[config.mk]
export PLATFORM = sky130hd
export DESIGN_NAME = hpp_port
export DESIGN_NICKNAME = d
export VERILOG_FILES = /design/src/hpp_buf2.v /design/src/hpp_port.v /design/src/hpp_sync.v
export VERILOG_INCLUDE_DIRS = /design/src /design/src/common
export SDC_FILE = /design/constraint.sdc
export NUM_CORES = 1
export LEC_CHECK = 0
export BUFFER_PORTS_ARGS = -buffer_cell sky130_fd_sc_hd__buf_4
export CELL_PAD_IN_SITES_DETAIL_PLACEMENT = 1
export CELL_PAD_IN_SITES_GLOBAL_PLACEMENT = 1
export CORE_ASPECT_RATIO = 0.9
export CORE_MARGIN = 5
export CORE_UTILIZATION = 48
export DETAILED_ROUTE_END_ITERATION = 7
export PLACE_DENSITY = 0.94
export SLEW_MARGIN = 20
export SYNTH_ARGS = -nofsm -noshare
export SYNTH_HDL_FRONTEND = slang
export SYNTH_SLANG_ARGS = --single-unit
export TNS_END_PERCENT = 50
[constraint.sdc]
create_clock -name clock -period 15 [get_ports clock]
set_input_delay 0.75 -clock clock [delete_from_list [all_inputs] [get_ports clock]]
set_output_delay 0.75 -clock clock [all_outputs]
set_load 0.03 [all_outputs]
[src/common/hpp_map.vh]
// hpp_map.vh: shared constants for the host parallel port pin and address logic
// assumes inclusion by bare name from the design files; definitions only
`ifndef HPP_MAP_VH
`define HPP_MAP_VH

// access type codes on access_type_sel
`define HPP_ACC_CTRL      2'h0
`define HPP_ACC_DATA_INC  2'h1
`define HPP_ACC_ADDR      2'h2
`define HPP_ACC_DATA      2'h3

// reset values
`define HPP_ADDR_RST      32'h00000000
`define HPP_HW_RST        16'h0000

// address step of one 32-bit word, in bytes
`define HPP_ADDR_STEP     32'h00000004

// buffer depth
`define HPP_BUF_DEPTH     2

`endif

[src/hpp_buf2.v]
// hpp_buf2.v: two-entry buffer with valid/ready on both sides
// assumes a single clock; a stall on the drain side holds data, never drops it
`timescale 1ns/1ps
`include "hpp_map.vh"
module hpp_buf2 #(
    parameter WIDTH = 32
) (
    input  wire             clock,
    input  wire             rst_n,
    input  wire             in_valid,
    output wire             in_ready,
    input  wire [WIDTH-1:0] in_data,
    output wire             out_valid,
    input  wire             out_ready,
    output wire [WIDTH-1:0] out_data
);
    reg [WIDTH-1:0] mem [0:`HPP_BUF_DEPTH-1];
    reg             wr_ptr;
    reg             rd_ptr;
    reg [1:0]       count;
    wire            push;
    wire            pop;

    assign in_ready  = (count != 2'h2);
    assign out_valid = (count != 2'h0);
    assign out_data  = mem[rd_ptr];
    assign push      = in_valid && in_ready;
    assign pop       = out_valid && out_ready;

    // pointer and occupancy update; push and pop may share a cycle
    always @(posedge clock) begin
        if (!rst_n) begin
            wr_ptr <= 1'b0;
            rd_ptr <= 1'b0;
            count  <= 2'h0;
        end else begin
            if (push) begin
                mem[wr_ptr] <= in_data;
                wr_ptr      <= ~wr_ptr;
            end
            if (pop)
                rd_ptr <= ~rd_ptr;
            if (push && !pop)
                count <= count + 2'h1;
            else if (pop && !push)
                count <= count - 2'h1;
        end
    end
endmodule // hpp_buf2

[src/hpp_port.v]
// hpp_port.v: host-facing pin logic and read/write address registers
// assumes an asynchronous host master; memory transfer engine sits outside,
// fed by the write-word stream and answering read requests with data words
`timescale 1ns/1ps
`include "hpp_map.vh"

// What this block does
// access type captured at internal strobe falling edge selects control, address or data
// host holds chip select low to select the port
// direction sampled at strobe fall: high reads, low writes
// host marks first halfword low, second halfword high
// address strobe unused, held high by the system
// processor sets host interrupt bit; host clears by writing one
// interrupt pin is low while the host interrupt bit is set
// strobe fall captures control; write data captured on strobe rise
// data bus driven on reads only while the strobe is active
// one data bus carries addresses and data in successive transfers
// ready output low lets host finish; high means wait
// two 32-bit address registers; reads use read one, writes use write one
// split mode bit: zero shares one address, one gives independent registers
// host loads only word-aligned byte addresses
// single mode address write loads both address registers
// single mode auto-increment data cycle bumps both address registers
// single mode address read returns the read address register
// host rewrites addresses after mode change or direction change
// split mode address access hits read reg when select is one, else write reg
// select bit matters only for host address access in split mode
// split mode auto-increment bumps only its direction register after use
// access code zero selects the control register
// strobe activity is ignored while chip select is high
// ready is gated by chip select: deselect forces ready low
// host strobe, select and control inputs are synchronised before use
module hpp_port (
    input  wire        clock,
    input  wire        rst_n,
    // host pins
    input  wire [1:0]  access_type_sel,
    input  wire        port_chip_select_n,
    input  wire        host_read_not_write,
    input  wire        halfword_position,
    input  wire        address_strobe_n,
    input  wire        data_strobe_a,
    input  wire        data_strobe_b,
    input  wire [15:0] host_data_bus_in,
    output reg  [15:0] host_data_bus_out,
    output reg         host_data_bus_oe,
    output reg         port_wait_n,
    output reg         irq_to_host,
    // processor side
    input  wire        cpu_irq_set,
    input  wire        split_address_mode,
    input  wire        address_reg_select,
    output reg  [15:0] port_control_reg,
    output reg         ctrl_write_pulse,
    output reg  [31:0] read_address_reg,
    output reg  [31:0] write_address_reg,
    // write words toward the memory engine
    output reg         wr_word_valid,
    input  wire        wr_word_ready,
    output reg  [31:0] wr_word_data,
    output reg  [31:0] wr_word_addr,
    // read words from the memory engine
    output reg         rd_req,
    output reg  [31:0] rd_req_addr,
    input  wire        rd_word_valid,
    input  wire [31:0] rd_word_data
);
    // synchronised pins
    wire [1:0]  s_acc;
    wire        s_cs_n;
    wire        s_rnw;
    wire        s_hw;
    wire        s_ds_a;
    wire        s_ds_b;
    wire [15:0] s_data;

    hpp_sync #(.WIDTH(7), .INIT(7'h0F)) u_sync_ctl (
        .clock    (clock),
        .rst_n    (rst_n),
        .async_in ({access_type_sel, port_chip_select_n, host_read_not_write,
                    halfword_position, data_strobe_a, data_strobe_b}),
        .sync_out ({s_acc, s_cs_n, s_rnw, s_hw, s_ds_a, s_ds_b})
    );

    hpp_sync #(.WIDTH(16), .INIT(16'h0000)) u_sync_data (
        .clock    (clock),
        .rst_n    (rst_n),
        .async_in (host_data_bus_in),
        .sync_out (s_data)
    );

    // internal strobe: either data strobe active with chip select low;
    // strobes are taken active-low, the idle level is high
    wire strobe_now = ~(s_ds_a & s_ds_b) & ~s_cs_n;
    reg  strobe_q;
    wire strobe_fall = strobe_now & ~strobe_q;
    wire strobe_rise = ~strobe_now & strobe_q;

    // latched cycle information
    reg [1:0]  cyc_acc;
    reg        cyc_rnw;
    reg        cyc_hw;
    reg [15:0] first_half;
    reg        irq_bit;
    reg        rd_pending;
    reg        rd_have;
    reg [31:0] rd_data;
    reg        buf_in_valid;
    reg [31:0] buf_in_data;
    reg [31:0] buf_in_addr;
    wire       buf_in_ready;
    wire       buf_out_valid;
    wire [63:0] buf_out_data;
    wire        head_take;

    // next word address after one word step
    function [31:0] next_addr;
        input [31:0] a;
        begin
            next_addr = a + `HPP_ADDR_STEP;
        end
    endfunction

    // halfword of a word picked by position
    function [15:0] pick_half;
        input [31:0] w;
        input        second;
        begin
            pick_half = second ? w[15:0] : w[31:16];
        end
    endfunction

    // address the host sees on an address-register read
    wire [31:0] addr_view = (split_address_mode && !address_reg_select)
                            ? write_address_reg : read_address_reg;

    // value driven on reads, selected by the latched access type
    reg [15:0] next_out;
    always @* begin
        case (cyc_acc)
            `HPP_ACC_CTRL:    next_out = port_control_reg;
            `HPP_ACC_ADDR:    next_out = pick_half(addr_view, cyc_hw);
            `HPP_ACC_DATA_INC,
            `HPP_ACC_DATA:    next_out = pick_half(rd_data, cyc_hw);
            default:          next_out = `HPP_HW_RST;
        endcase
    end

    // ready: wait while a read word is outstanding or write buffer full;
    // deselect forces ready low so a chip-select strobe never hangs the host
    wire busy = (cyc_rnw && cyc_acc[0] && !rd_have) ||
                (!cyc_rnw && cyc_acc[0] && !buf_in_ready);

    // main host cycle process
    always @(posedge clock) begin
        if (!rst_n) begin
            strobe_q          <= 1'b0;
            cyc_acc           <= `HPP_ACC_CTRL;
            cyc_rnw           <= 1'b1;
            cyc_hw            <= 1'b0;
            first_half        <= `HPP_HW_RST;
            host_data_bus_out <= `HPP_HW_RST;
            host_data_bus_oe  <= 1'b0;
            port_wait_n       <= 1'b0;
            irq_to_host       <= 1'b1;
            irq_bit           <= 1'b0;
            port_control_reg  <= `HPP_HW_RST;
            ctrl_write_pulse  <= 1'b0;
            read_address_reg  <= `HPP_ADDR_RST;
            write_address_reg <= `HPP_ADDR_RST;
            rd_pending        <= 1'b0;
            rd_have           <= 1'b0;
            rd_data           <= `HPP_ADDR_RST;
            rd_req            <= 1'b0;
            rd_req_addr       <= `HPP_ADDR_RST;
            buf_in_valid      <= 1'b0;
            buf_in_data       <= `HPP_ADDR_RST;
            buf_in_addr       <= `HPP_ADDR_RST;
        end else begin
            strobe_q         <= strobe_now;
            ctrl_write_pulse <= 1'b0;
            rd_req           <= 1'b0;
            if (buf_in_valid && buf_in_ready)
                buf_in_valid <= 1'b0;

            // control capture on strobe fall
            if (strobe_fall) begin
                cyc_acc <= s_acc;
                cyc_rnw <= s_rnw;
                cyc_hw  <= s_hw;
                // first halfword of a data read starts the memory fetch
                if (s_rnw && s_acc[0] && !s_hw && !rd_pending && !rd_have) begin
                    rd_pending  <= 1'b1;
                    rd_req      <= 1'b1;
                    rd_req_addr <= read_address_reg;
                end
            end

            if (rd_pending && rd_word_valid) begin
                rd_pending <= 1'b0;
                rd_have    <= 1'b1;
                rd_data    <= rd_word_data;
            end

            // data bus driven only on reads while strobe is active
            host_data_bus_oe  <= strobe_now && cyc_rnw && !strobe_fall;
            host_data_bus_out <= next_out;
            port_wait_n       <= ~s_cs_n && strobe_now && busy;

            // write data and address loads on strobe rise
            if (strobe_rise && !cyc_rnw && !busy) begin
                if (!cyc_hw) begin
                    first_half <= s_data;
                end else begin
                    case (cyc_acc)
                        `HPP_ACC_CTRL: begin
                            port_control_reg <= s_data;
                            ctrl_write_pulse <= 1'b1;
                            if (s_data[1])
                                irq_bit <= 1'b0;
                        end
                        `HPP_ACC_ADDR: begin
                            if (!split_address_mode) begin
                                read_address_reg  <= {first_half, s_data};
                                write_address_reg <= {first_half, s_data};
                            end else if (address_reg_select) begin
                                read_address_reg  <= {first_half, s_data};
                            end else begin
                                write_address_reg <= {first_half, s_data};
                            end
                        end
                        `HPP_ACC_DATA_INC,
                        `HPP_ACC_DATA: begin
                            buf_in_valid <= 1'b1;
                            buf_in_data  <= {first_half, s_data};
                            buf_in_addr  <= write_address_reg;
                            if (cyc_acc == `HPP_ACC_DATA_INC) begin
                                write_address_reg <= next_addr(write_address_reg);
                                if (!split_address_mode)
                                    read_address_reg <= next_addr(read_address_reg);
                            end
                        end
                        default: begin
                            first_half <= first_half;
                        end
                    endcase
                end
            end

            // second halfword of a data read finishes with the word
            if (strobe_rise && cyc_rnw && cyc_acc[0] && cyc_hw && rd_have) begin
                rd_have <= 1'b0;
                if (cyc_acc == `HPP_ACC_DATA_INC) begin
                    read_address_reg <= next_addr(read_address_reg);
                    if (!split_address_mode)
                        write_address_reg <= next_addr(write_address_reg);
                end
            end

            // processor set wins over a host clear in the same cycle
            if (cpu_irq_set)
                irq_bit <= 1'b1;
            irq_to_host <= ~(cpu_irq_set | (irq_bit &
                           ~(strobe_rise && !cyc_rnw && cyc_hw &&
                             cyc_acc == `HPP_ACC_CTRL && s_data[1])));
        end
    end

    // write words pass a two-entry buffer so an engine stall loses nothing
    hpp_buf2 #(.WIDTH(64)) u_wbuf (
        .clock     (clock),
        .rst_n     (rst_n),
        .in_valid  (buf_in_valid),
        .in_ready  (buf_in_ready),
        .in_data   ({buf_in_addr, buf_in_data}),
        .out_valid (buf_out_valid),
        .out_ready (head_take),
        .out_data  (buf_out_data)
    );

    // the head leaves the buffer only when the output stage is empty or being emptied,
    // so a word popped from the buffer always lands in the output register
    assign head_take = buf_out_valid && (!wr_word_valid || wr_word_ready);

    // register the buffer head so top outputs come from flip-flops;
    // stays valid until the engine accepts it
    always @(posedge clock) begin
        if (!rst_n) begin
            wr_word_valid <= 1'b0;
            wr_word_data  <= `HPP_ADDR_RST;
            wr_word_addr  <= `HPP_ADDR_RST;
        end else if (head_take) begin
            wr_word_valid <= 1'b1;
            wr_word_addr  <= buf_out_data[63:32];
            wr_word_data  <= buf_out_data[31:0];
        end else if (wr_word_ready) begin
            wr_word_valid <= 1'b0;
        end
    end
endmodule // hpp_port

[src/hpp_sync.v]
// hpp_sync.v: two-stage synchroniser for a group of asynchronous levels
// assumes inputs come from the host pins, outside the clock domain
`timescale 1ns/1ps
module hpp_sync #(
    parameter WIDTH = 1,
    parameter [WIDTH-1:0] INIT = {WIDTH{1'b0}}
) (
    input  wire             clock,
    input  wire             rst_n,
    input  wire [WIDTH-1:0] async_in,
    output reg  [WIDTH-1:0] sync_out
);
    reg [WIDTH-1:0] stage1;

    // first stage is read only by the second stage
    always @(posedge clock) begin
        if (!rst_n) begin
            stage1   <= INIT;
            sync_out <= INIT;
        end else begin
            stage1   <= async_in;
            sync_out <= stage1;
        end
    end
endmodule // hpp_sync
## Yosys cells after proc, flatten, opt, wreduce, memory -nomap -nowiden

Memory sizes are Yosys's and may differ from the RTL's. A register that Yosys moved wholly into a read port is not among the register bits.
Index checks and enable logic that the tools add are counted.

- Bits in registers: 305
- Bits in writable memories: 128
- Bits of input ports: 63
- Output and inout port bits: 198
- Logic and storage cells: 155
- Memories: 1

Memories:

| memory | depth | bits a word | rd ports | clocked after memory_dff | write ports | line | text |
|---|---|---|---|---|---|---|---|
| u_wbuf.mem | 2 | 64 | 1 | 1 | 1 | hpp_buf2.v:17 | `` reg [WIDTH-1:0] mem [0:`HPP_BUF_DEPTH-1]; `` |

- $add $sub $neg: 4
- Equal/unequal tests: 4
- Multiplexer cells: 40
- Bitwise operators: 16
- Reduce and logical (&&, ||, !) cells: 60

Operators with widths:

| operator | number |
|---|---|
| two-way mux 32 bit | 17 |
| one-hot mux 32 bit (2 select lines) | 2 |
| adder 32 x 3 -> 32 bit (second input constant) | 2 |
| one-hot mux 16 bit (3 select lines) | 1 |
| two-way mux 16 bit | 2 |
| logical AND 1 bit | 28 |
| two-way mux 1 bit | 16 |
| nonzero test 2 bit | 7 |
| logical NOT 1 bit | 12 |
| NOT 1 bit | 10 |
| AND reduction 3 bit | 3 |
| AND reduction 2 bit | 3 |
| OR reduction 2 bit | 3 |
| AND 1 bit | 5 |
| equality test 2 bit (second input constant) | 2 |
| two-way mux 2 bit | 2 |
| AND reduction 4 bit | 1 |
| adder 2 x 1 -> 2 bit (second input constant) | 1 |
| equality test 2 x 1 -> 1 bit (second input constant) | 1 |
| logical NOT 2 bit | 1 |
| logical OR 1 bit | 2 |
| inequality test 2 bit (second input constant) | 1 |
| subtractor 2 x 1 -> 2 bit (second input constant) | 1 |
| OR 1 bit | 1 |

## Logic depth before layout (Yosys ltp)

Gate-level depths: netlist (run 1).

- Depth after elaboration: 13
- Mapped depth: 9

## By module

Synthesis (run 1) repeated with hierarchy kept, for this count alone.

- Cells, all modules: 2014
- Area total of the unflattened synthesis: 19859.0 um^2

By module, submodules not included:

| module | times used | cells each | area an instance (um^2) | seq. area each (um^2) |
|---|---|---|---|---|
| hpp_port | 1 | 1692 | 13731.9 | 6386.1 |
| hpp_buf2 | 1 | 226 | 4853.4 | 3943.8 |
| hpp_sync (u_sync_data) | 1 | 67 | 895.9 | 640.6 |
| hpp_sync (u_sync_ctl) | 1 | 29 | 377.9 | 280.3 |

## Least setup slack after synthesis (run 1)

No wires, ideal clock.

- Kind: input to register
- From: input rst_n
- To: memory u_wbuf.mem[0][0], enable pin
- Data arrival time: 6255 ps
- Path slack: 8166 ps
- Stages on the path: 5
- Cell sequence: clkbuf_1 inv_2 clkbuf_1 buf_1 nor3b_1

- Longest elaborated chain between the ends: 2

RTL lines:

| element | line | text |
|---|---|---|
| from (decl) | hpp_port.v:35 | `input wire rst_n,` |
| two-way mux 1 bit | hpp_buf2.v:32 | `if (!rst_n) begin` |
| two-way mux 1 bit (not written as such) | hpp_buf2.v:38 | `mem[wr_ptr] <= in_data;` |
| to (decl) | hpp_buf2.v:17 |  |

Every way passes these cells.

## Worst setup path in the final report (run 1)

- From: register cyc_rnw
- To: register read_address_reg[28]

- Longest elaborated chain between the ends: 9

RTL lines:

| element | line | text |
|---|---|---|
| from (decl) | hpp_port.v:101 | `reg cyc_rnw;` |
| from (signal assigned) | hpp_port.v:189 | `cyc_rnw <= s_rnw;` |
| logical NOT 1 bit | hpp_port.v:152, hpp_port.v:211 |  |
| logical AND 1 bit (2 in series) | hpp_port.v:152 | `(!cyc_rnw && cyc_acc[0] && !buf_in_ready);` |
| logical OR 1 bit | hpp_port.v:151 | `wire busy = (cyc_rnw && cyc_acc[0] && !rd_have) \|\|` |
| logical NOT 1 bit | hpp_port.v:211 | `if (strobe_rise && !cyc_rnw && !busy) begin` |
| logical AND 1 bit | hpp_port.v:211 |  |
| two-way mux 32 bit | hpp_port.v:211 |  |
| two-way mux 32 bit | hpp_port.v:253 | `` if (cyc_acc == `HPP_ACC_DATA_INC) begin `` |
| two-way mux 32 bit * | hpp_port.v:251 | `if (strobe_rise && cyc_rnw && cyc_acc[0] && cyc_hw && rd_have) begin` |
| to (signal assigned) | hpp_port.v:224 | `read_address_reg <= {first_half, s_data};` |
| to (signal assigned) | hpp_port.v:227 | `read_address_reg <= {first_half, s_data};` |
| to (signal assigned) | hpp_port.v:254 | `read_address_reg <= next_addr(read_address_reg);` |
| to (decl) | hpp_port.v:55 | `output reg [31:0] read_address_reg,` |

Mark *: on every way between the ends. The rest lies on a longest branch, timed or not.
A chain may end at the register's enable or synchronous reset.

==> impl_metrics.tcl, run 1 <==
set metrics [dict create \
    fin_crit_sh_pct 21.3 \
    dieWidth_um 222 \
    crit_buf_inv 1 \
    worstPathCellList "nand4_2 > nor4b_4 > a21oi_1 > buf_4 > nor2_1 > nand2_1 > o311ai_1" \
    largest_reg_flops 128 \
    avgSynthCellArea_um2 10.2 \
    startpoint_type "register" \
    synth_seq_cells 497 \
    grt_pass1_vias 16780 \
    path_depth 7 \
    path_clk_slew_ps 60 \
    final-hold-violation-count 0 \
    busiest_layer "met2" \
    crit_path_max_fanout 15 \
    cts_resized 0 \
    post_cts_buffers 0 \
    totalPowerFinal_mw 3.47 \
    rsz0062_at_grt "no" \
    synth_cells 1918 \
    core-area_mm2 0.0404 \
    setup_tns_ps 0 \
    seq_area_frac_synth_pct 57.6 \
    worstMarginPinSlew_ps 1140 \
    hold_class "in -> reg" \
    critical-path-top-delay-family "simple AND/OR/NAND/NOR gates" \
    setup_viol_count_final 0 \
    drive_above_1_share_pct 19.3 \
    syn_nets 1984 \
    drv_slew 0 \
    crit_required_ps 15500 \
    dr.pass1.iters 6 \
    die-area_mm2 0.0447 \
    wire_per_inst_um 25.4 \
    cts-hold-fix-buffers 0 \
    stdcell_area_mm2 0.0234 \
    drc 0 \
    finalNetCount 2166 \
    gp_congestion 0.924 \
    synth_compound_area_share_pct 14.1 \
    hpwl_um 45600 \
    gr-usage-met1_pct 35.5 \
    synth_top_family_by_area "simple AND/OR/NAND/NOR gates" \
    cts-htree-levels 2 \
    cp.arrival_ps 3690 \
    route.vias.total 16072 \
    critical_path_class "reg -> reg" \
    yosys_most_used_dff "dfxtp_1" \
    cts_tree "done" \
    root_buffer "clkbuf_16" \
    status "complete, no violations" \
    io_pins 261 \
    synth_edf_count 128 \
    crit_path_end_kind "register" \
    crit_slowest_cell "nor2_1" \
    netlist_area_mm2 0.0195 \
    synth_mux_area_share_pct 7.37 \
    drt-total-wl_um 68200 \
    rows 70 \
    met2_usage_pct 50.2 \
    port_buffers 259 \
    swShare_pct 29.9 \
    leakage_nw 8.47 \
    clk-insertion-delay-late_ps 600 \
    fillCellCount 4363 \
    period_minus_slack_ps 3200 \
    skew_ps 20.5 \
    dieHeight_um 201 \
    ir_drop_uv 118 \
    gr-usage-met3_pct 7.66 \
    slew_headroom_pct 23.7 \
    synthAdderAreaFrac_pct 0.193 \
    synthSimpleGateAreaFrac_pct 16.2 \
    internal_power_mw 2.43 \
    start_util_pct 48.3 \
    p_per_area_mw_per_mm2 148 \
    syn_to_final_growth_pct 20.0 \
    r2r_start "cyc_rnw" \
    ys.warnings.count 0 \
    max_freq_mhz 313 \
    r2r_end "read_address_reg[28]" \
    p_clk_share_pct 36.6 \
    clock_path_buffers 3 \
    antenna_found_initial 4 \
    n_antenna_cell 0 \
    drtIter0Drc 1494 \
    synth_async_sr_flop_share_pct 0 \
    reg2reg_depth 7 \
    cpPeakStageDelay_ps 820 \
    grt_pass1_wl_um 102000 \
    top_register "u_wbuf.mem" \
    clock_sinks 497 \
    drv_cap 0 \
    power_switching_mw 1.04 \
    pwr-share-comb_pct 18.9 \
    grt-ovfl-total 0 \
    place_area_mm2 0.0217 \
    synth-xor-area-share_pct 1.26 \
    crit_start "cyc_rnw" \
    grt_use_total_pct 29.3 \
    p_seq_share_pct 44.5 \
    utilization_pct 57.9 \
    ant_nets 0 \
    crit_end "read_address_reg[28]" \
    ys_types 77 \
    routed_via_density 6.00 \
    grt_max_degree 109 \
    timing.reg2reg.setup_slack_ps 11800 \
    cts_buffers 50 \
]
==> synthesized netlist by cell type (all sizes together) (6+ instances only) <==
cell | instances | share of area [%]
a211oi | 99 | 3.8
a21o | 8 | 0.31
a21oi | 189 | 4.9
a22oi | 29 | 1.1
and2 | 47 | 1.5
and3 | 18 | 0.58
and4 | 7 | 0.31
buf | 43 | 1.1
clkbuf | 104 | 2.0
dfxtp | 369 | 38
edfxtp | 128 | 20
inv | 10 | 0.19
mux2i | 104 | 5.3
mux4 | 16 | 1.8
nand2 | 345 | 6.6
nand2b | 14 | 0.46
nand3 | 36 | 0.95
nand4 | 14 | 0.51
nor2 | 124 | 2.4
nor2b | 21 | 0.67
nor3 | 22 | 0.59
nor4 | 10 | 0.51
o21a | 6 | 0.23
o21ai | 34 | 0.87
o22ai | 17 | 0.55
xnor2 | 12 | 0.54
xor2 | 16 | 0.72
==> area by class of cell <==
type | count | area (µm²) | area share, %
inverters | 10 | 45.0 | 0.193
well taps | 540 | 676 | 2.89
clock buffers | 62 | 1390 | 5.95
clock inverters | 29 | 270 | 1.16
repair buffers | 277 | 2090 | 8.93
flip-flops and latches | 497 | 11200 | 48.1
multi-input cells | 1264 | 7670 | 32.8
==> routing by layer <==
layer  routed length [µm]  vias up
li1                     -     7177
met1                25600     8022
met2                33600      683
met3                 6200      186
met5                   30        -
met4                 2710        4
==> stage by stage <==
step	instances	hold WS (ps)	setup slack (ps)
2_1_floorplan	1918	386	8170
3_3_place_gp	2586	396	11910
3_5_place_dp	2587	402	11760
4_1_cts	2678	321	11850
5_1_grt	2679	326	11680
6_report	2679	334	11800
==> worst min path at each step <==
| stage | start | end | slack [ps] | depth (start not counted) |
|---|---|---|---|---|
| after global routing | host_read_not_write | u_sync_ctl.stage1[3] | 330 | 2 |
| after global placement | u_sync_ctl.stage1[3] | u_sync_ctl.sync_out[3] | 400 | 1 |
| final | data_strobe_a | u_sync_ctl.stage1[1] | 330 | 2 |
| after floorplan | u_sync_ctl.stage1[0] | u_sync_ctl.sync_out[0] | 390 | 1 |
| after detailed placement | u_sync_ctl.stage1[1] | u_sync_ctl.sync_out[1] | 400 | 1 |
| after CTS | data_strobe_a | u_sync_ctl.stage1[1] | 320 | 2 |
==> layout by cell type, fill, tap and decap left out, types with 7 or more instances in the layout <==
cell and count:
a211oi_1 98, a21o_1 7, a21oi_1 189, a22oi_1 29, and2_1 44, and3_1 17
and4_1 7, buf_4 276, clkbuf_16 53, clkinv_2 14, dfxtp_1 365, edfxtp_1 128
inv_1 9, mux2i_1 104, mux4_2 16, nand2_1 343, nand2b_1 13, nand3_1 35
nand4_1 12, nor2_1 121, nor2b_1 21, nor3_1 19, nor4_1 7, o21ai_0 31
o22ai_1 17, xnor2_1 12, xor2_1 16
==> power groups by stage <==
stage | Clock [mW] | Sequential [mW] | Combinational, mW
after global routing | 1.34 | 1.56 | 0.692
after floorplan | 0 | 1.73 | 0.234
after CTS | 1.28 | 1.54 | 0.663
final | 1.27 | 1.54 | 0.654
after detailed placement | 0 | 1.57 | 0.656
after global placement | 0 | 1.56 | 0.636
==> cells by family (layout without fill, tap and decap cells) <==
group | after synthesis | count (layout)
compound gates | 430 | 430
mux | 123 | 123
fa+ha+maj | 3 | 3
xor+xnor | 28 | 28
flops | 497 | 497
simple gates | 680 | 680
buf+inv | 157 | 378
Note: power is estimated with default switching activity, not from simulation.
==> run 2, diff against run 1 <==
CORE_UTILIZATION = 45   (was 48)
PLACE_DENSITY = 0.9   (was 0.94)
clock period = 3 ns   (was 15 ns; I/O delays follow)
==> run 2 against run 1 <==
  * Sequential cell count stayed put
  * Cell count is 4.4% higher
  * Via count is 2.7% higher
  * Clock power grew to 5.2 times the previous value
  * Clock skew is 0.72 ps higher
  * Critical endpoint is now write_address_reg[28]
  * Highest routed layer unchanged
==> impl_metrics.tcl, run 2 (synthesis results as in run 1) <==
set metrics [dict create \
    clk-insertion-delay-late_ps 600 \
    syn_to_final_growth_pct 25.2 \
    cts_buffers 50 \
    skew_ps 21.2 \
    io_pins 261 \
    gp_congestion 0.955 \
    path_clk_slew_ps 70 \
    fin_crit_sh_pct 93.8 \
    core-area_mm2 0.0429 \
    dr.pass1.iters 5 \
    rows 72 \
    period_minus_slack_ps 2820 \
    route.vias.total 16501 \
    clock_sinks 497 \
    pwr-share-comb_pct 18.4 \
    setup_tns_ps 0 \
    max_freq_mhz 355 \
    timing.reg2reg.setup_slack_ps 180 \
    grt-ovfl-total 0 \
    antenna_found_initial 5 \
    routed_via_density 5.90 \
    min_to "wr_word_valid" \
    cts_tree "done" \
    setup_viol_count_final 0 \
    ir_drop_uv 415 \
    crit_required_ps 3460 \
    crit_start "write_address_reg[3]" \
    final_cells 2796 \
    r2r_end "write_address_reg[28]" \
    hold_depth 4 \
    cts-htree-levels 2 \
    drv_slew 0 \
    top_register "u_wbuf.mem" \
    clock_path_buffers 3 \
    crit_path_end_kind "register" \
    internal_power_mw 12.5 \
    grt_pass1_vias 17259 \
    r2r_start "write_address_reg[3]" \
    p_clk_share_pct 37.5 \
    drive_above_1_share_pct 19.8 \
    place_area_mm2 0.0220 \
    final-hold-violation-count 0 \
    hold_class "in -> reg" \
    finalNetCount 2263 \
    dieHeight_um 207 \
    port_buffers 259 \
    drc 0 \
    cp.arrival_ps 3280 \
    dp.cells 2637 \
    p_seq_share_pct 44.1 \
    hold_slack_ps 42.1 \
    power_switching_mw 5.13 \
    swShare_pct 29.1 \
    grt_max_degree 175 \
    crit_path_max_fanout 8 \
    startpoint_type "register" \
    critical_path_class "reg -> reg" \
    rsz0062_at_grt "no" \
    largest_reg_flops 128 \
    grt_pass1_wl_um 106000 \
    status "complete, no violations" \
    grt_use_total_pct 28.4 \
    ant_nets 0 \
    drt-total-wl_um 70000 \
    drtIter0Drc 1449 \
    worstMarginPinSlew_ps 1030 \
    leakage_nw 8.96 \
    start_util_pct 45.4 \
    final_cell_mix "365 x dfxtp_1, 344 x nand2_1, 307 x buf_4, 189 x a21oi_1, 128 x edfxtp_1" \
    stdcell_area_mm2 0.0244 \
    dieWidth_um 229 \
    root_buffer "clkbuf_16" \
    die-area_mm2 0.0476 \
    post_cts_buffers 0 \
    slew_headroom_pct 30.6 \
    drv_cap 0 \
    p_per_area_mw_per_mm2 722 \
    wire_per_inst_um 25.0 \
    reg2reg_depth 7 \
    hpwl_um 46100 \
    hp-start "wr_word_ready" \
    final_common_cell "dfxtp_1" \
]
run 2: cell count changes in the layout (fill, tap and decap cells not counted), sizes merged:
cell / previous run / this run
clkinvlp: 5 / 3
clkbuf: 62 / 71
dlygate4sd3: 0 / 63
buf: 277 / 311
diode: 0 / 3
clkinv: 19 / 14
run 2: per-layer routing:
layer,vias up,wire [µm],track usage (%)
met5,-,31,0
met4,4,2940,11.0
met3,188,6260,8.14
met2,668,33800,48.2
met1,8238,26900,34.4
li1,7403,-,-
run 2: timing repair:
item / CTS / global route
endpoints found under the hold margin: 65 / 0
gates resized for setup: 0 / 0
hold buffers: 63 / 0
run 2: worst max-delay path: stages, from the launching register on:
cell,delay [ps]
dfxtp_1,560
ha_1,340
nand3_1,130
nor4_1,780
nand3_1,340
o21a_1,280
o21ai_0,160
a21oi_1,100
run 2: final cells by class:
| class | instances | area [µm²] |
|---|---|---|
| repair buffers | 374 | 3020 |
| multi-input cells | 1264 | 7650 |
| diodes | 3 | 7.51 |
| clock inverters | 22 | 218 |
| clock buffers | 71 | 1540 |
| inverters | 10 | 45.0 |
| fillers | 4661 | 18500 |
| flip-flops and latches | 497 | 11200 |
| well taps | 555 | 694 |
run 2: through the flow:
| stage | util, % | total power [mW] | setup slack (ps) |
|---|---|---|---|
| global placement | 51.3 | 11.0 | 436 |
| CTS | 56.9 | 17.7 | 339 |
| floorplan | - | 9.84 | 29.1 |
| finish | 56.9 | 17.6 | 185 |
| detailed placement | 51.3 | 11.1 | 401 |
| global route | 56.9 | 18.3 | 151 |
run 2: worst max-delay path by stage:
stage                                 end  slack, ps  cells past startpoint
floorplan                u_wbuf.mem[0][0]         30                      5
global placement    write_address_reg[31]        440                      6
detailed placement  write_address_reg[28]        400                      6
CTS                 write_address_reg[28]        340                      7
global route        write_address_reg[28]        150                      7
finish              write_address_reg[28]        180                      7
run 2: power groups by stage:
| stage | logic, mW | clock network, mW | registers [mW] |
|---|---|---|---|
| after floorplan | 1.17 | 0 | 8.67 |
| after CTS | 3.27 | 6.66 | 7.77 |
| after global routing | 3.45 | 7.00 | 7.82 |
| after global placement | 3.11 | 0 | 7.88 |
| final | 3.24 | 6.61 | 7.76 |
| after detailed placement | 3.19 | 0 | 7.91 |
